$ cat src/shared/usf_regs.svh
// Register offsets, field positions and reset values for the status block
`ifndef USF_REGS_SVH
`define USF_REGS_SVH
`define USF_OFF_CTRL1 8'h00
`define USF_OFF_CTRL2 8'h04
`define USF_OFF_CTRL3 8'h08
`define USF_OFF_BAUD 8'h0C
`define USF_OFF_GUARD 8'h10
`define USF_OFF_RTO 8'h14
`define USF_OFF_REQ 8'h18
`define USF_OFF_STAT 8'h1C
`define USF_OFF_CLR 8'h20
`define USF_OFF_RXD 8'h24
`define USF_OFF_TXD 8'h28
// Control one fields
`define USF_C1_IDLE_IRQ 4
`define USF_C1_RXFIE 5
`define USF_C1_PAR_IRQ 8
`define USF_C1_PAR_EN 10
`define USF_C1_M0 12
`define USF_C1_MUTE_EN 13
`define USF_C1_M1 28
// Control three fields
`define USF_C3_ERR_IRQ 0
`define USF_C3_OVR_OFF 12
// Request fields
`define USF_RQ_RXFLUSH 3
// Status / clear bit positions
`define USF_B_PAR 0
`define USF_B_FRM 1
`define USF_B_NOISE 2
`define USF_B_OVR 3
`define USF_B_IDLE 4
`define USF_B_RXF 5
`define USF_B_TXDONE 6
`define USF_B_TXEMPTY 7
`define USF_B_LBD 8
`define USF_B_CTSI 9
`define USF_B_RTO 11
`define USF_B_EOB 12
`define USF_B_MUTE 19
`define USF_B_CM 17
`define USF_B_WU 20
`define USF_B_GUARD 25
`define USF_CLR_GUARD 7
`define USF_CLR_MASK 32'h00121BDF
`define USF_RST_ZERO 32'h00000000
`define USF_RST_STAT 32'h000000C0
`define USF_SMARTCARD 1'b0
`endif

$ cat src/shared/usf_pkg.sv
// Types for the status block
package usf_pkg;
  typedef logic [31:0] usf_word_t;
  typedef logic [8:0] usf_char_t;
  typedef enum logic [1:0] {
    USF_BUS_IDLE = 2'b00,
    USF_BUS_ACK = 2'b01
  } usf_bus_e;
endpackage

$ cat src/core/usf_status_regs.sv
// Status flags, flag clear and data registers of the serial transceiver
//
// Chosen here: register access over Wishbone.
`timescale 1ns/10ps
`include "usf_regs.svh"
module usf_status_regs (
  // Clock, reset, enable
  input wire logic core_clk,
  input wire logic rst_b,
  input wire logic clk_en,
  // Wishbone slave
  input wire logic wb_cyc_i,
  input wire logic wb_stb_i,
  input wire logic wb_we_i,
  input wire logic [7:0] wb_adr_i,
  input wire logic [3:0] wb_sel_i,
  input wire usf_pkg::usf_word_t wb_dat_i,
  output logic [31:0] wb_dat_o,
  output logic wb_ack_o,
  // Receive engine events
  input wire logic rx_char_done,
  input wire usf_pkg::usf_char_t rx_char,
  input wire logic idle_detect,
  input wire logic muted_state,
  input wire logic noise_detect,
  input wire logic framing_detect,
  input wire logic sc_retry_exhausted,
  input wire logic parity_detect,
  input wire logic multibuffer,
  // Other flag sources
  input wire logic tx_shift_load,
  input wire logic tx_frame_done,
  input wire logic line_break_set,
  input wire logic flow_change_set,
  input wire logic receive_timeout_set,
  input wire logic end_of_block_set,
  input wire logic char_match_set,
  input wire logic wakeup_set,
  // Transmit side and interrupt
  output usf_pkg::usf_char_t tx_char,
  output logic tx_char_valid,
  output logic irq
);
  import usf_pkg::*;

  usf_word_t ctrl1_reg, ctrl1_next;
  usf_word_t ctrl2_reg, ctrl2_next;
  usf_word_t ctrl3_reg, ctrl3_next;
  usf_word_t baud_reg, baud_next;
  usf_word_t guard_reg, guard_next;
  usf_word_t rto_reg, rto_next;
  usf_word_t flags_reg, flags_next;
  usf_char_t rxd_reg, rxd_next;
  usf_char_t txd_reg, txd_next;
  logic idle_armed_reg, idle_armed_next;
  logic tx_valid_reg, tx_valid_next;
  logic irq_reg, irq_next;
  usf_bus_e bus_reg, bus_next;
  usf_word_t rdata_reg, rdata_next;
  logic ack_reg, ack_next;

  logic req;
  logic wr;
  logic rd;
  usf_word_t wmask;
  usf_word_t wdata;
  usf_word_t clr;

  // Byte-lane write mask from sel
  function automatic usf_word_t lane_mask(input logic [3:0] sel);
    usf_word_t m;
    m = 32'h00000000;
    for (int i = 0; i < 4; i++)
    begin
      m[i*8 +: 8] = {8{sel[i]}};
    end
    return m;
  endfunction

  // Merge a write into a register under the lane mask
  function automatic usf_word_t merge(input usf_word_t old, input usf_word_t nw,
                                      input usf_word_t m);
    return (old & ~m) | (nw & m);
  endfunction

  assign req = wb_cyc_i && wb_stb_i && (bus_reg == USF_BUS_IDLE) && clk_en;
  assign wr = req && wb_we_i;
  assign rd = req && !wb_we_i;
  assign wmask = lane_mask(wb_sel_i);
  assign wdata = wb_dat_i & wmask;
  assign clr = (wr && wb_adr_i == `USF_OFF_CLR) ? wdata : 32'h00000000;

  // Bus answer and read mux
  always_comb
  begin
    bus_next = bus_reg;
    rdata_next = rdata_reg;
    ack_next = 1'b0;
    if (bus_reg == USF_BUS_ACK)
    begin
      bus_next = USF_BUS_IDLE;
    end
    else if (req)
    begin
      bus_next = USF_BUS_ACK;
      ack_next = 1'b1;
      case (wb_adr_i)
        `USF_OFF_CTRL1: rdata_next = ctrl1_reg;
        `USF_OFF_CTRL2: rdata_next = ctrl2_reg;
        `USF_OFF_CTRL3: rdata_next = ctrl3_reg;
        `USF_OFF_BAUD: rdata_next = baud_reg;
        `USF_OFF_GUARD: rdata_next = guard_reg;
        `USF_OFF_RTO: rdata_next = rto_reg;
        `USF_OFF_STAT: rdata_next = flags_reg;
        `USF_OFF_RXD: rdata_next = {23'h000000, rxd_reg};
        `USF_OFF_TXD: rdata_next = {23'h000000, txd_reg};
        default: rdata_next = 32'h00000000;
      endcase
    end
  end

  // Control registers
  always_comb
  begin
    ctrl1_next = ctrl1_reg;
    ctrl2_next = ctrl2_reg;
    ctrl3_next = ctrl3_reg;
    baud_next = baud_reg;
    guard_next = guard_reg;
    rto_next = rto_reg;
    if (wr)
    begin
      case (wb_adr_i)
        `USF_OFF_CTRL1: ctrl1_next = merge(ctrl1_reg, wb_dat_i, wmask) & 32'h1FFFFFFF;
        `USF_OFF_CTRL2: ctrl2_next = merge(ctrl2_reg, wb_dat_i, wmask);
        `USF_OFF_CTRL3: ctrl3_next = merge(ctrl3_reg, wb_dat_i, wmask) & 32'h01FEFFFF;
        `USF_OFF_BAUD: baud_next = merge(baud_reg, wb_dat_i, wmask) & 32'h0000FFFF;
        `USF_OFF_GUARD: guard_next = merge(guard_reg, wb_dat_i, wmask) & 32'h0000FFFF;
        `USF_OFF_RTO: rto_next = merge(rto_reg, wb_dat_i, wmask);
        default: ctrl1_next = ctrl1_reg;
      endcase
    end
  end

  logic par_en;
  logic nine_bit;
  logic seven_bit;
  logic ovr_off;
  logic err_irq_en;
  logic flush;
  logic rxd_read;
  logic txd_write;
  logic rx_move;
  logic idle_set;
  usf_word_t set_v;

  assign par_en = ctrl1_reg[`USF_C1_PAR_EN];
  assign nine_bit = !ctrl1_reg[`USF_C1_M1] && ctrl1_reg[`USF_C1_M0];
  assign seven_bit = ctrl1_reg[`USF_C1_M1] && !ctrl1_reg[`USF_C1_M0];
  assign ovr_off = ctrl3_reg[`USF_C3_OVR_OFF];
  assign err_irq_en = ctrl3_reg[`USF_C3_ERR_IRQ];
  assign flush = wr && wb_adr_i == `USF_OFF_REQ && wdata[`USF_RQ_RXFLUSH];
  assign rxd_read = rd && wb_adr_i == `USF_OFF_RXD;
  assign txd_write = wr && wb_adr_i == `USF_OFF_TXD;
  assign rx_move = rx_char_done && !flags_reg[`USF_B_RXF];
  // Idle gated by arm and mute
  assign idle_set = idle_detect && idle_armed_reg &&
                    !(ctrl1_reg[`USF_C1_MUTE_EN] && muted_state);

  // Hardware set vector
  always_comb
  begin
    set_v = 32'h00000000;
    set_v[`USF_B_RXF] = rx_char_done;
    set_v[`USF_B_IDLE] = idle_set;
    set_v[`USF_B_OVR] = rx_char_done && flags_reg[`USF_B_RXF] && !ovr_off;
    set_v[`USF_B_NOISE] = rx_char_done && noise_detect;
    set_v[`USF_B_FRM] = (rx_char_done && framing_detect) || sc_retry_exhausted;
    set_v[`USF_B_PAR] = rx_char_done && parity_detect;
    set_v[`USF_B_TXDONE] = tx_frame_done;
    set_v[`USF_B_TXEMPTY] = tx_shift_load;
    set_v[`USF_B_LBD] = line_break_set;
    set_v[`USF_B_CTSI] = flow_change_set;
    set_v[`USF_B_RTO] = receive_timeout_set;
    set_v[`USF_B_EOB] = end_of_block_set;
    set_v[`USF_B_CM] = char_match_set;
    set_v[`USF_B_WU] = wakeup_set;
  end

  // Flags, data and interrupt
  always_comb
  begin
    usf_word_t c;
    c = clr & `USF_CLR_MASK;
    c[`USF_CLR_GUARD] = c[`USF_CLR_GUARD] & `USF_SMARTCARD;
    c[`USF_B_RXF] = rxd_read || flush;
    // Transmit write clears empty and complete
    c[`USF_B_TXEMPTY] = txd_write;
    c[`USF_B_TXDONE] = clr[`USF_B_TXDONE] || txd_write;
    flags_next = (flags_reg & ~c) | set_v;
    flags_next[`USF_B_GUARD] = 1'b0;
    flags_next[`USF_B_MUTE] = muted_state;
    if (ovr_off)
    begin
      flags_next[`USF_B_OVR] = 1'b0;
    end
    idle_armed_next = idle_armed_reg;
    if (idle_set)
    begin
      idle_armed_next = 1'b0;
    end
    if (rx_char_done)
    begin
      idle_armed_next = 1'b1;
    end
    // Received character with parity in top bit
    rxd_next = rx_move ? rx_char : rxd_reg;
    txd_next = txd_reg;
    if (txd_write)
    begin
      txd_next = wdata[8:0];
      if (par_en && nine_bit)
      begin
        txd_next[8] = 1'b0;
      end
      else if (par_en && !seven_bit)
      begin
        txd_next[7] = 1'b0;
      end
      else if (par_en)
      begin
        txd_next[6] = 1'b0;
      end
    end
    tx_valid_next = txd_write ? 1'b1 : (tx_shift_load ? 1'b0 : tx_valid_reg);
    irq_next = (flags_reg[`USF_B_RXF] && ctrl1_reg[`USF_C1_RXFIE]) ||
               (flags_reg[`USF_B_IDLE] && ctrl1_reg[`USF_C1_IDLE_IRQ]) ||
               (flags_reg[`USF_B_OVR] && (ctrl1_reg[`USF_C1_RXFIE] || err_irq_en)) ||
               (flags_reg[`USF_B_NOISE] && multibuffer && err_irq_en) ||
               (flags_reg[`USF_B_FRM] && err_irq_en) ||
               (flags_reg[`USF_B_PAR] && ctrl1_reg[`USF_C1_PAR_IRQ]);
  end

  always_ff @(posedge core_clk)
  begin
    if (!rst_b)
    begin
      ctrl1_reg <= `USF_RST_ZERO;
      ctrl2_reg <= `USF_RST_ZERO;
      ctrl3_reg <= `USF_RST_ZERO;
      baud_reg <= `USF_RST_ZERO;
      guard_reg <= `USF_RST_ZERO;
      rto_reg <= `USF_RST_ZERO;
      flags_reg <= `USF_RST_STAT;
      rxd_reg <= 9'h000;
      txd_reg <= 9'h000;
      idle_armed_reg <= 1'b1;
      tx_valid_reg <= 1'b0;
      irq_reg <= 1'b0;
      bus_reg <= USF_BUS_IDLE;
      ack_reg <= 1'b0;
      rdata_reg <= `USF_RST_ZERO;
    end
    else if (clk_en)
    begin
      ctrl1_reg <= ctrl1_next;
      ctrl2_reg <= ctrl2_next;
      ctrl3_reg <= ctrl3_next;
      baud_reg <= baud_next;
      guard_reg <= guard_next;
      rto_reg <= rto_next;
      flags_reg <= flags_next;
      rxd_reg <= rxd_next;
      txd_reg <= txd_next;
      idle_armed_reg <= idle_armed_next;
      tx_valid_reg <= tx_valid_next;
      irq_reg <= irq_next;
      bus_reg <= bus_next;
      ack_reg <= ack_next;
      rdata_reg <= rdata_next;
    end
  end

  assign wb_ack_o = ack_reg;
  assign wb_dat_o = rdata_reg;
  assign tx_char = txd_reg;
  assign tx_char_valid = tx_valid_reg;
  assign irq = irq_reg;

  a_rxf_set: assert property (@(posedge core_clk) disable iff (!rst_b)
    clk_en && rx_char_done |=> flags_reg[`USF_B_RXF])
    else $error("receive-full not set");
  a_rxf_irq: assert property (@(posedge core_clk) disable iff (!rst_b)
    clk_en && flags_reg[`USF_B_RXF] && ctrl1_reg[`USF_C1_RXFIE] |=> irq)
    else $error("receive-full interrupt missing");
  a_idle_hold: assert property (@(posedge core_clk) disable iff (!rst_b)
    clk_en && flags_reg[`USF_B_IDLE] && !clr[`USF_B_IDLE] |=> flags_reg[`USF_B_IDLE])
    else $error("idle flag lost");
  a_idle_mute: assert property (@(posedge core_clk) disable iff (!rst_b)
    clk_en && !flags_reg[`USF_B_IDLE] && ctrl1_reg[`USF_C1_MUTE_EN] && muted_state
    |=> !flags_reg[`USF_B_IDLE])
    else $error("idle set while muted");
  a_ovr_keep: assert property (@(posedge core_clk) disable iff (!rst_b)
    clk_en && rx_char_done && flags_reg[`USF_B_RXF] |=> $stable(rxd_reg))
    else $error("data lost on overrun");
  a_ovr_irq: assert property (@(posedge core_clk) disable iff (!rst_b)
    clk_en && flags_reg[`USF_B_OVR] && err_irq_en |=> irq)
    else $error("overrun interrupt missing");
  a_ovr_off: assert property (@(posedge core_clk) disable iff (!rst_b)
    clk_en && ovr_off |=> !flags_reg[`USF_B_OVR])
    else $error("overrun set while disabled");
  a_rxd_upper: assert property (@(posedge core_clk) disable iff (!rst_b)
    clk_en && rxd_read |=> wb_ack_o && wb_dat_o[31:9] == 23'h000000)
    else $error("receive data upper bits set");
  a_txd_parity: assert property (@(posedge core_clk) disable iff (!rst_b)
    clk_en && txd_write && par_en && nine_bit |=> !tx_char[8])
    else $error("parity position kept");
  a_txe_clr: assert property (@(posedge core_clk) disable iff (!rst_b)
    clk_en && txd_write && !tx_shift_load |=> !flags_reg[`USF_B_TXEMPTY])
    else $error("transmit-empty not cleared");
  a_tc_clr: assert property (@(posedge core_clk) disable iff (!rst_b)
    clk_en && txd_write && !tx_frame_done |=> !flags_reg[`USF_B_TXDONE])
    else $error("transmit complete not cleared");
  a_set_wins: assert property (@(posedge core_clk) disable iff (!rst_b)
    clk_en && set_v[`USF_B_PAR] && clr[`USF_B_PAR] |=> flags_reg[`USF_B_PAR])
    else $error("parity event lost");

  c_overrun: cover property (@(posedge core_clk) disable iff (!rst_b)
    flags_reg[`USF_B_OVR]);
  c_tx_load: cover property (@(posedge core_clk) disable iff (!rst_b)
    tx_shift_load && tx_valid_reg);
  c_rx_read: cover property (@(posedge core_clk) disable iff (!rst_b)
    rxd_read && flags_reg[`USF_B_RXF]);
  c_idle: cover property (@(posedge core_clk) disable iff (!rst_b)
    flags_reg[`USF_B_IDLE] ##1 clr[`USF_B_IDLE]);
endmodule

$ cat config.mk
export PLATFORM = sky130hd
export DESIGN_NAME = usf_status_regs
export DESIGN_NICKNAME = d
export VERILOG_FILES = /design/src/shared/usf_pkg.sv /design/src/core/usf_status_regs.sv
export VERILOG_INCLUDE_DIRS = /design/src /design/src/shared
export SDC_FILE = /design/constraint.sdc
export NUM_CORES = 1
export LEC_CHECK = 0
export BUFFER_PORTS_ARGS = -buffer_cell sky130_fd_sc_hd__buf_2
export CAP_MARGIN = 10
export CORE_UTILIZATION = 50
export CTS_BUF_LIST = sky130_fd_sc_hd__clkbuf_16
export DETAILED_ROUTE_END_ITERATION = 12
export HOLD_SLACK_MARGIN = 0.02
export PLACE_DENSITY = 0.69
export SYNTH_ARGS = -nofsm -noshare
export SYNTH_HDL_FRONTEND = slang
export SYNTH_SLANG_ARGS = --single-unit
$ cat constraint.sdc
create_clock -name core_clk -period 2.8 [get_ports core_clk]
set_clock_uncertainty 0.1 [all_clocks]
set_input_delay 0.28 -clock core_clk [delete_from_list [all_inputs] [get_ports core_clk]]
set_output_delay 0.28 -clock core_clk [all_outputs]
set_load 0.02 [all_outputs]
==> impl_metrics.py <==
metrics = {
    "setup_path": {
        "critPathCaptureType": "register",
        "cp_data_required_time_ps": 3090,
        "critPathMaxStageDelay_ps": 660,
        "rrSetupSlack_ps": 570,
        "cp_max_fo": 13,
        "reg2reg_depth": 5,
        "crit_slowest_cell": "and4b_1",
        "worstPathCellList": "and4b_1 > and3_1 > buf_4 > nand3_2 > mux2i_1",
        "path_class": "reg -> reg",
        "cp.arrival_ps": 2520,
        "start_kind": "register",
    },
    "routing": {
        "via_per_inst": 6.08,
        "route.met2.wl_mm": 14.2,
        "top_layer_used": "met4",
        "drt-wirelength-per-cell_um": 19.9,
        "wirelength_mm": 31.2,
        "wirelength_met1_mm": 13.3,
        "drtPass1Iterations": 5,
        "wl_met3_mm": 2.80,
        "ant_nets": 0,
        "vias": 9524,
        "drt_iter0_drc": 898,
        "drc_errors": 0,
    },
    "global_routing": {
        "grt_pass1_wl_mm": 48.5,
        "antenna_found_initial": 1,
        "grt_max_degree": 131,
        "overflow": 0,
        "grt_pass1_vias": 8847,
        "grtUsageTotal_pct": 30.6,
    },
    "logic_synthesis": {
        "synth_area_leaders": "dfxtp_1 44%, mux2i_1 8.9%, nand2_1 7.4%, a21oi_1 6.1%, o21ai_0 5.9%",
        "synthCells": 1143,
        "yosysSeqAreaShare_pct": 44.2,
        "synth-edff-count": 0,
        "yosysMostFrequentCell": "dfxtp_1",
        "synth_top_area_cell": "dfxtp_1",
        "synth_top_area_share_pct": 44.2,
        "synth_seq_cells": 219,
        "yosysWarnings": 0,
        "avgSynthCellArea_um2": 8.68,
        "yosysUniqueCellTypes": 56,
        "synth-main-ff-cell": "dfxtp_1",
        "synthTopCellsByCount": "219 x dfxtp_1, 195 x nand2_1, 120 x a21oi_1",
        "synth_fp_nets": 1218,
        "synthArstFlopShare_pct": 0,
        "syn_area_um2": 9920,
    },
    "sta": {
        "hold_viol_final": 0,
        "slew_viol_final": 0,
        "rsz0062_at_grt": "no",
        "fin_hold_ws_ps": 31.0,
        "layout_setup_ws_ps": 571,
        "setup_viol_count_final": 0,
        "fin_crit_sh_pct": 79.6,
        "slew_headroom_pct": 48.4,
        "max_freq_mhz": 449,
        "worst_pin_slew_ps": 771,
        "post-route-min-period_ps": 2230,
        "setup_tns_ps": 0,
    },
    "clock_network": {
        "post_cts_buffers": 0,
        "cts_buffers": 24,
        "cts_tree": "built",
        "htreeDepth": 1,
        "cts_resized": 0,
        "ctsLongestPathBuffers": 3,
        "cts.clk_slew.worst_paths_ps": 60,
        "clock_latency_ps": 520,
        "cts.sinks": 219,
        "root_buffer": "clkbuf_16",
    },
    "cells_and_area": {
        "final_layout_size_suffix_gt1_share_pct": 18.1,
        "finalNetCount": 1358,
        "nFillCells": 1671,
        "final_util_pct": 62.1,
        "multiInputGateArea_um2": 5110,
        "seqCellArea_um2": 4380,
        "final_area_um2": 12100,
        "area_growth_pct": 21.8,
    },
    "floorplan": {
        "die_x_um": 143,
        "placementRows": 51,
        "die-area_um2": 20400,
        "io_pins": 119,
        "die_y_um": 143,
        "core_um2": 19500,
        "start_util_pct": 51.0,
    },
    "place": {
        "numPortBuffers": 118,
        "place_worst_setup_slack_ps": 420,
        "dpl_cell_area_um2": 10800,
        "dpl.hpwl_mm": 20.5,
        "place_congestion": 0.851,
    },
    "min_path": {
        "whs_path_depth": 4,
        "hp-class": "in -> reg",
    },
    "power_and_ir_drop": {
        "peakVddDrop_mv": 0.343,
        "powerDensity_nw_per_um2": 556,
        "leakage_nw": 4.59,
    },
    "status": {
        "status": "completed",
    },
    "run": {
        "maxCapViolations": 0,
    },
}
-- layer usage --
| metal | vias up | global-route usage [%] |
|---|---|---|
| li1 | 4419 | - |
| met1 | 4559 | 41.9 |
| met2 | 484 | 48.3 |
| met3 | 62 | 4.73 |
| met4 | 0 | 12.1 |
| met5 | - | 0 |
-- critical path: cells and delay by family (launching register included) --
kind	cells	cell delay (ps)
DFF	1	320
buffers and inverters	1	220
muxes	1	200
and+or+nand+nor	3	1270
-- what timing repair did --
action                                 CTS  global route
hold buffers                            54             0
endpoints found under the hold margin  140             0
setup endpoints to repair                0             0
-- kinds of logic after synthesis --
family                 after synthesis  share of synthesized area, %
AO/OA/AOI/OAI                      336                          20.1
buffers and inverters              106                          4.49
flip-flops                         219                          44.2
XOR/XNOR                             2                         0.177
multiplexers                       109                          12.6
AND/OR/NAND/NOR                    371                          18.4
-- report_power, final --
part,leakage (nW),internal [mW],total [mW],switching (mW)
Combinational,2.43,0.180,0.485,0.306
Clock,0.386,1.80,3.08,1.29
Sequential,1.77,3.14,3.15,0.0165
Total,4.59,5.11,6.72,1.61
-- metrics by stage --
stage | power [mW] | instances
2_1_floorplan | 3.45 | 1143
3_3_place_gp | 3.64 | 1468
3_5_place_dp | 3.64 | 1468
4_1_cts | 6.74 | 1566
5_1_grt | 6.91 | 1567
6_report | 6.72 | 1567
-- final timing paths --
kind	startpoint	endpoint
worst max-delay path	bus_reg[0]	register
worst min-delay path	sc_retry_exhausted	flags_reg[1]
worst max register to register	bus_reg[0]	register
worst min register to register	wb_dat_o[22]	wb_dat_o[22]
-- cells in the final DEF (no fill, tap or decap), types with 3 or more instances in the layout --
| cell type | n |
|---|---|
| a21oi_1 | 120 |
| a221o_1 | 6 |
| a221oi_1 | 9 |
| a22o_1 | 11 |
| a22oi_1 | 22 |
| a2bb2oi_1 | 5 |
| a31oi_1 | 6 |
| a32o_1 | 3 |
| a32oi_1 | 9 |
| and2_1 | 7 |
| and3_1 | 7 |
| buf_2 | 117 |
| buf_4 | 40 |
| clkbuf_16 | 25 |
| clkinv_1 | 5 |
| clkinv_2 | 8 |
| dfxtp_1 | 219 |
| dlygate4sd3_1 | 54 |
| inv_1 | 8 |
| mux2_2 | 9 |
| mux2i_1 | 88 |
| mux4_2 | 12 |
| nand2_1 | 195 |
| nand2b_1 | 3 |
| nand3_1 | 105 |
| nand3_2 | 4 |
| nand4_1 | 5 |
| nand4b_1 | 3 |
| nor2_1 | 14 |
| nor2b_1 | 4 |
| nor3_1 | 3 |
| nor4_4 | 5 |
| nor4b_2 | 3 |
| o21ai_0 | 117 |
| o21ai_1 | 5 |
| o2bb2ai_1 | 14 |
| or4b_1 | 3 |
-- cell type report --
cell class / count / share of cell area (%)
multi-input cells: 818 / 42.2
flip-flops and latches: 219 / 36.3
repair buffers: 213 / 12.1
clock buffers: 25 / 5.18
well taps: 265 / 2.74
clock inverters: 19 / 1.17
inverters: 7 / 0.238
diodes: 1 / 0.0207
Note: power is estimated with default switching activity, not from simulation.
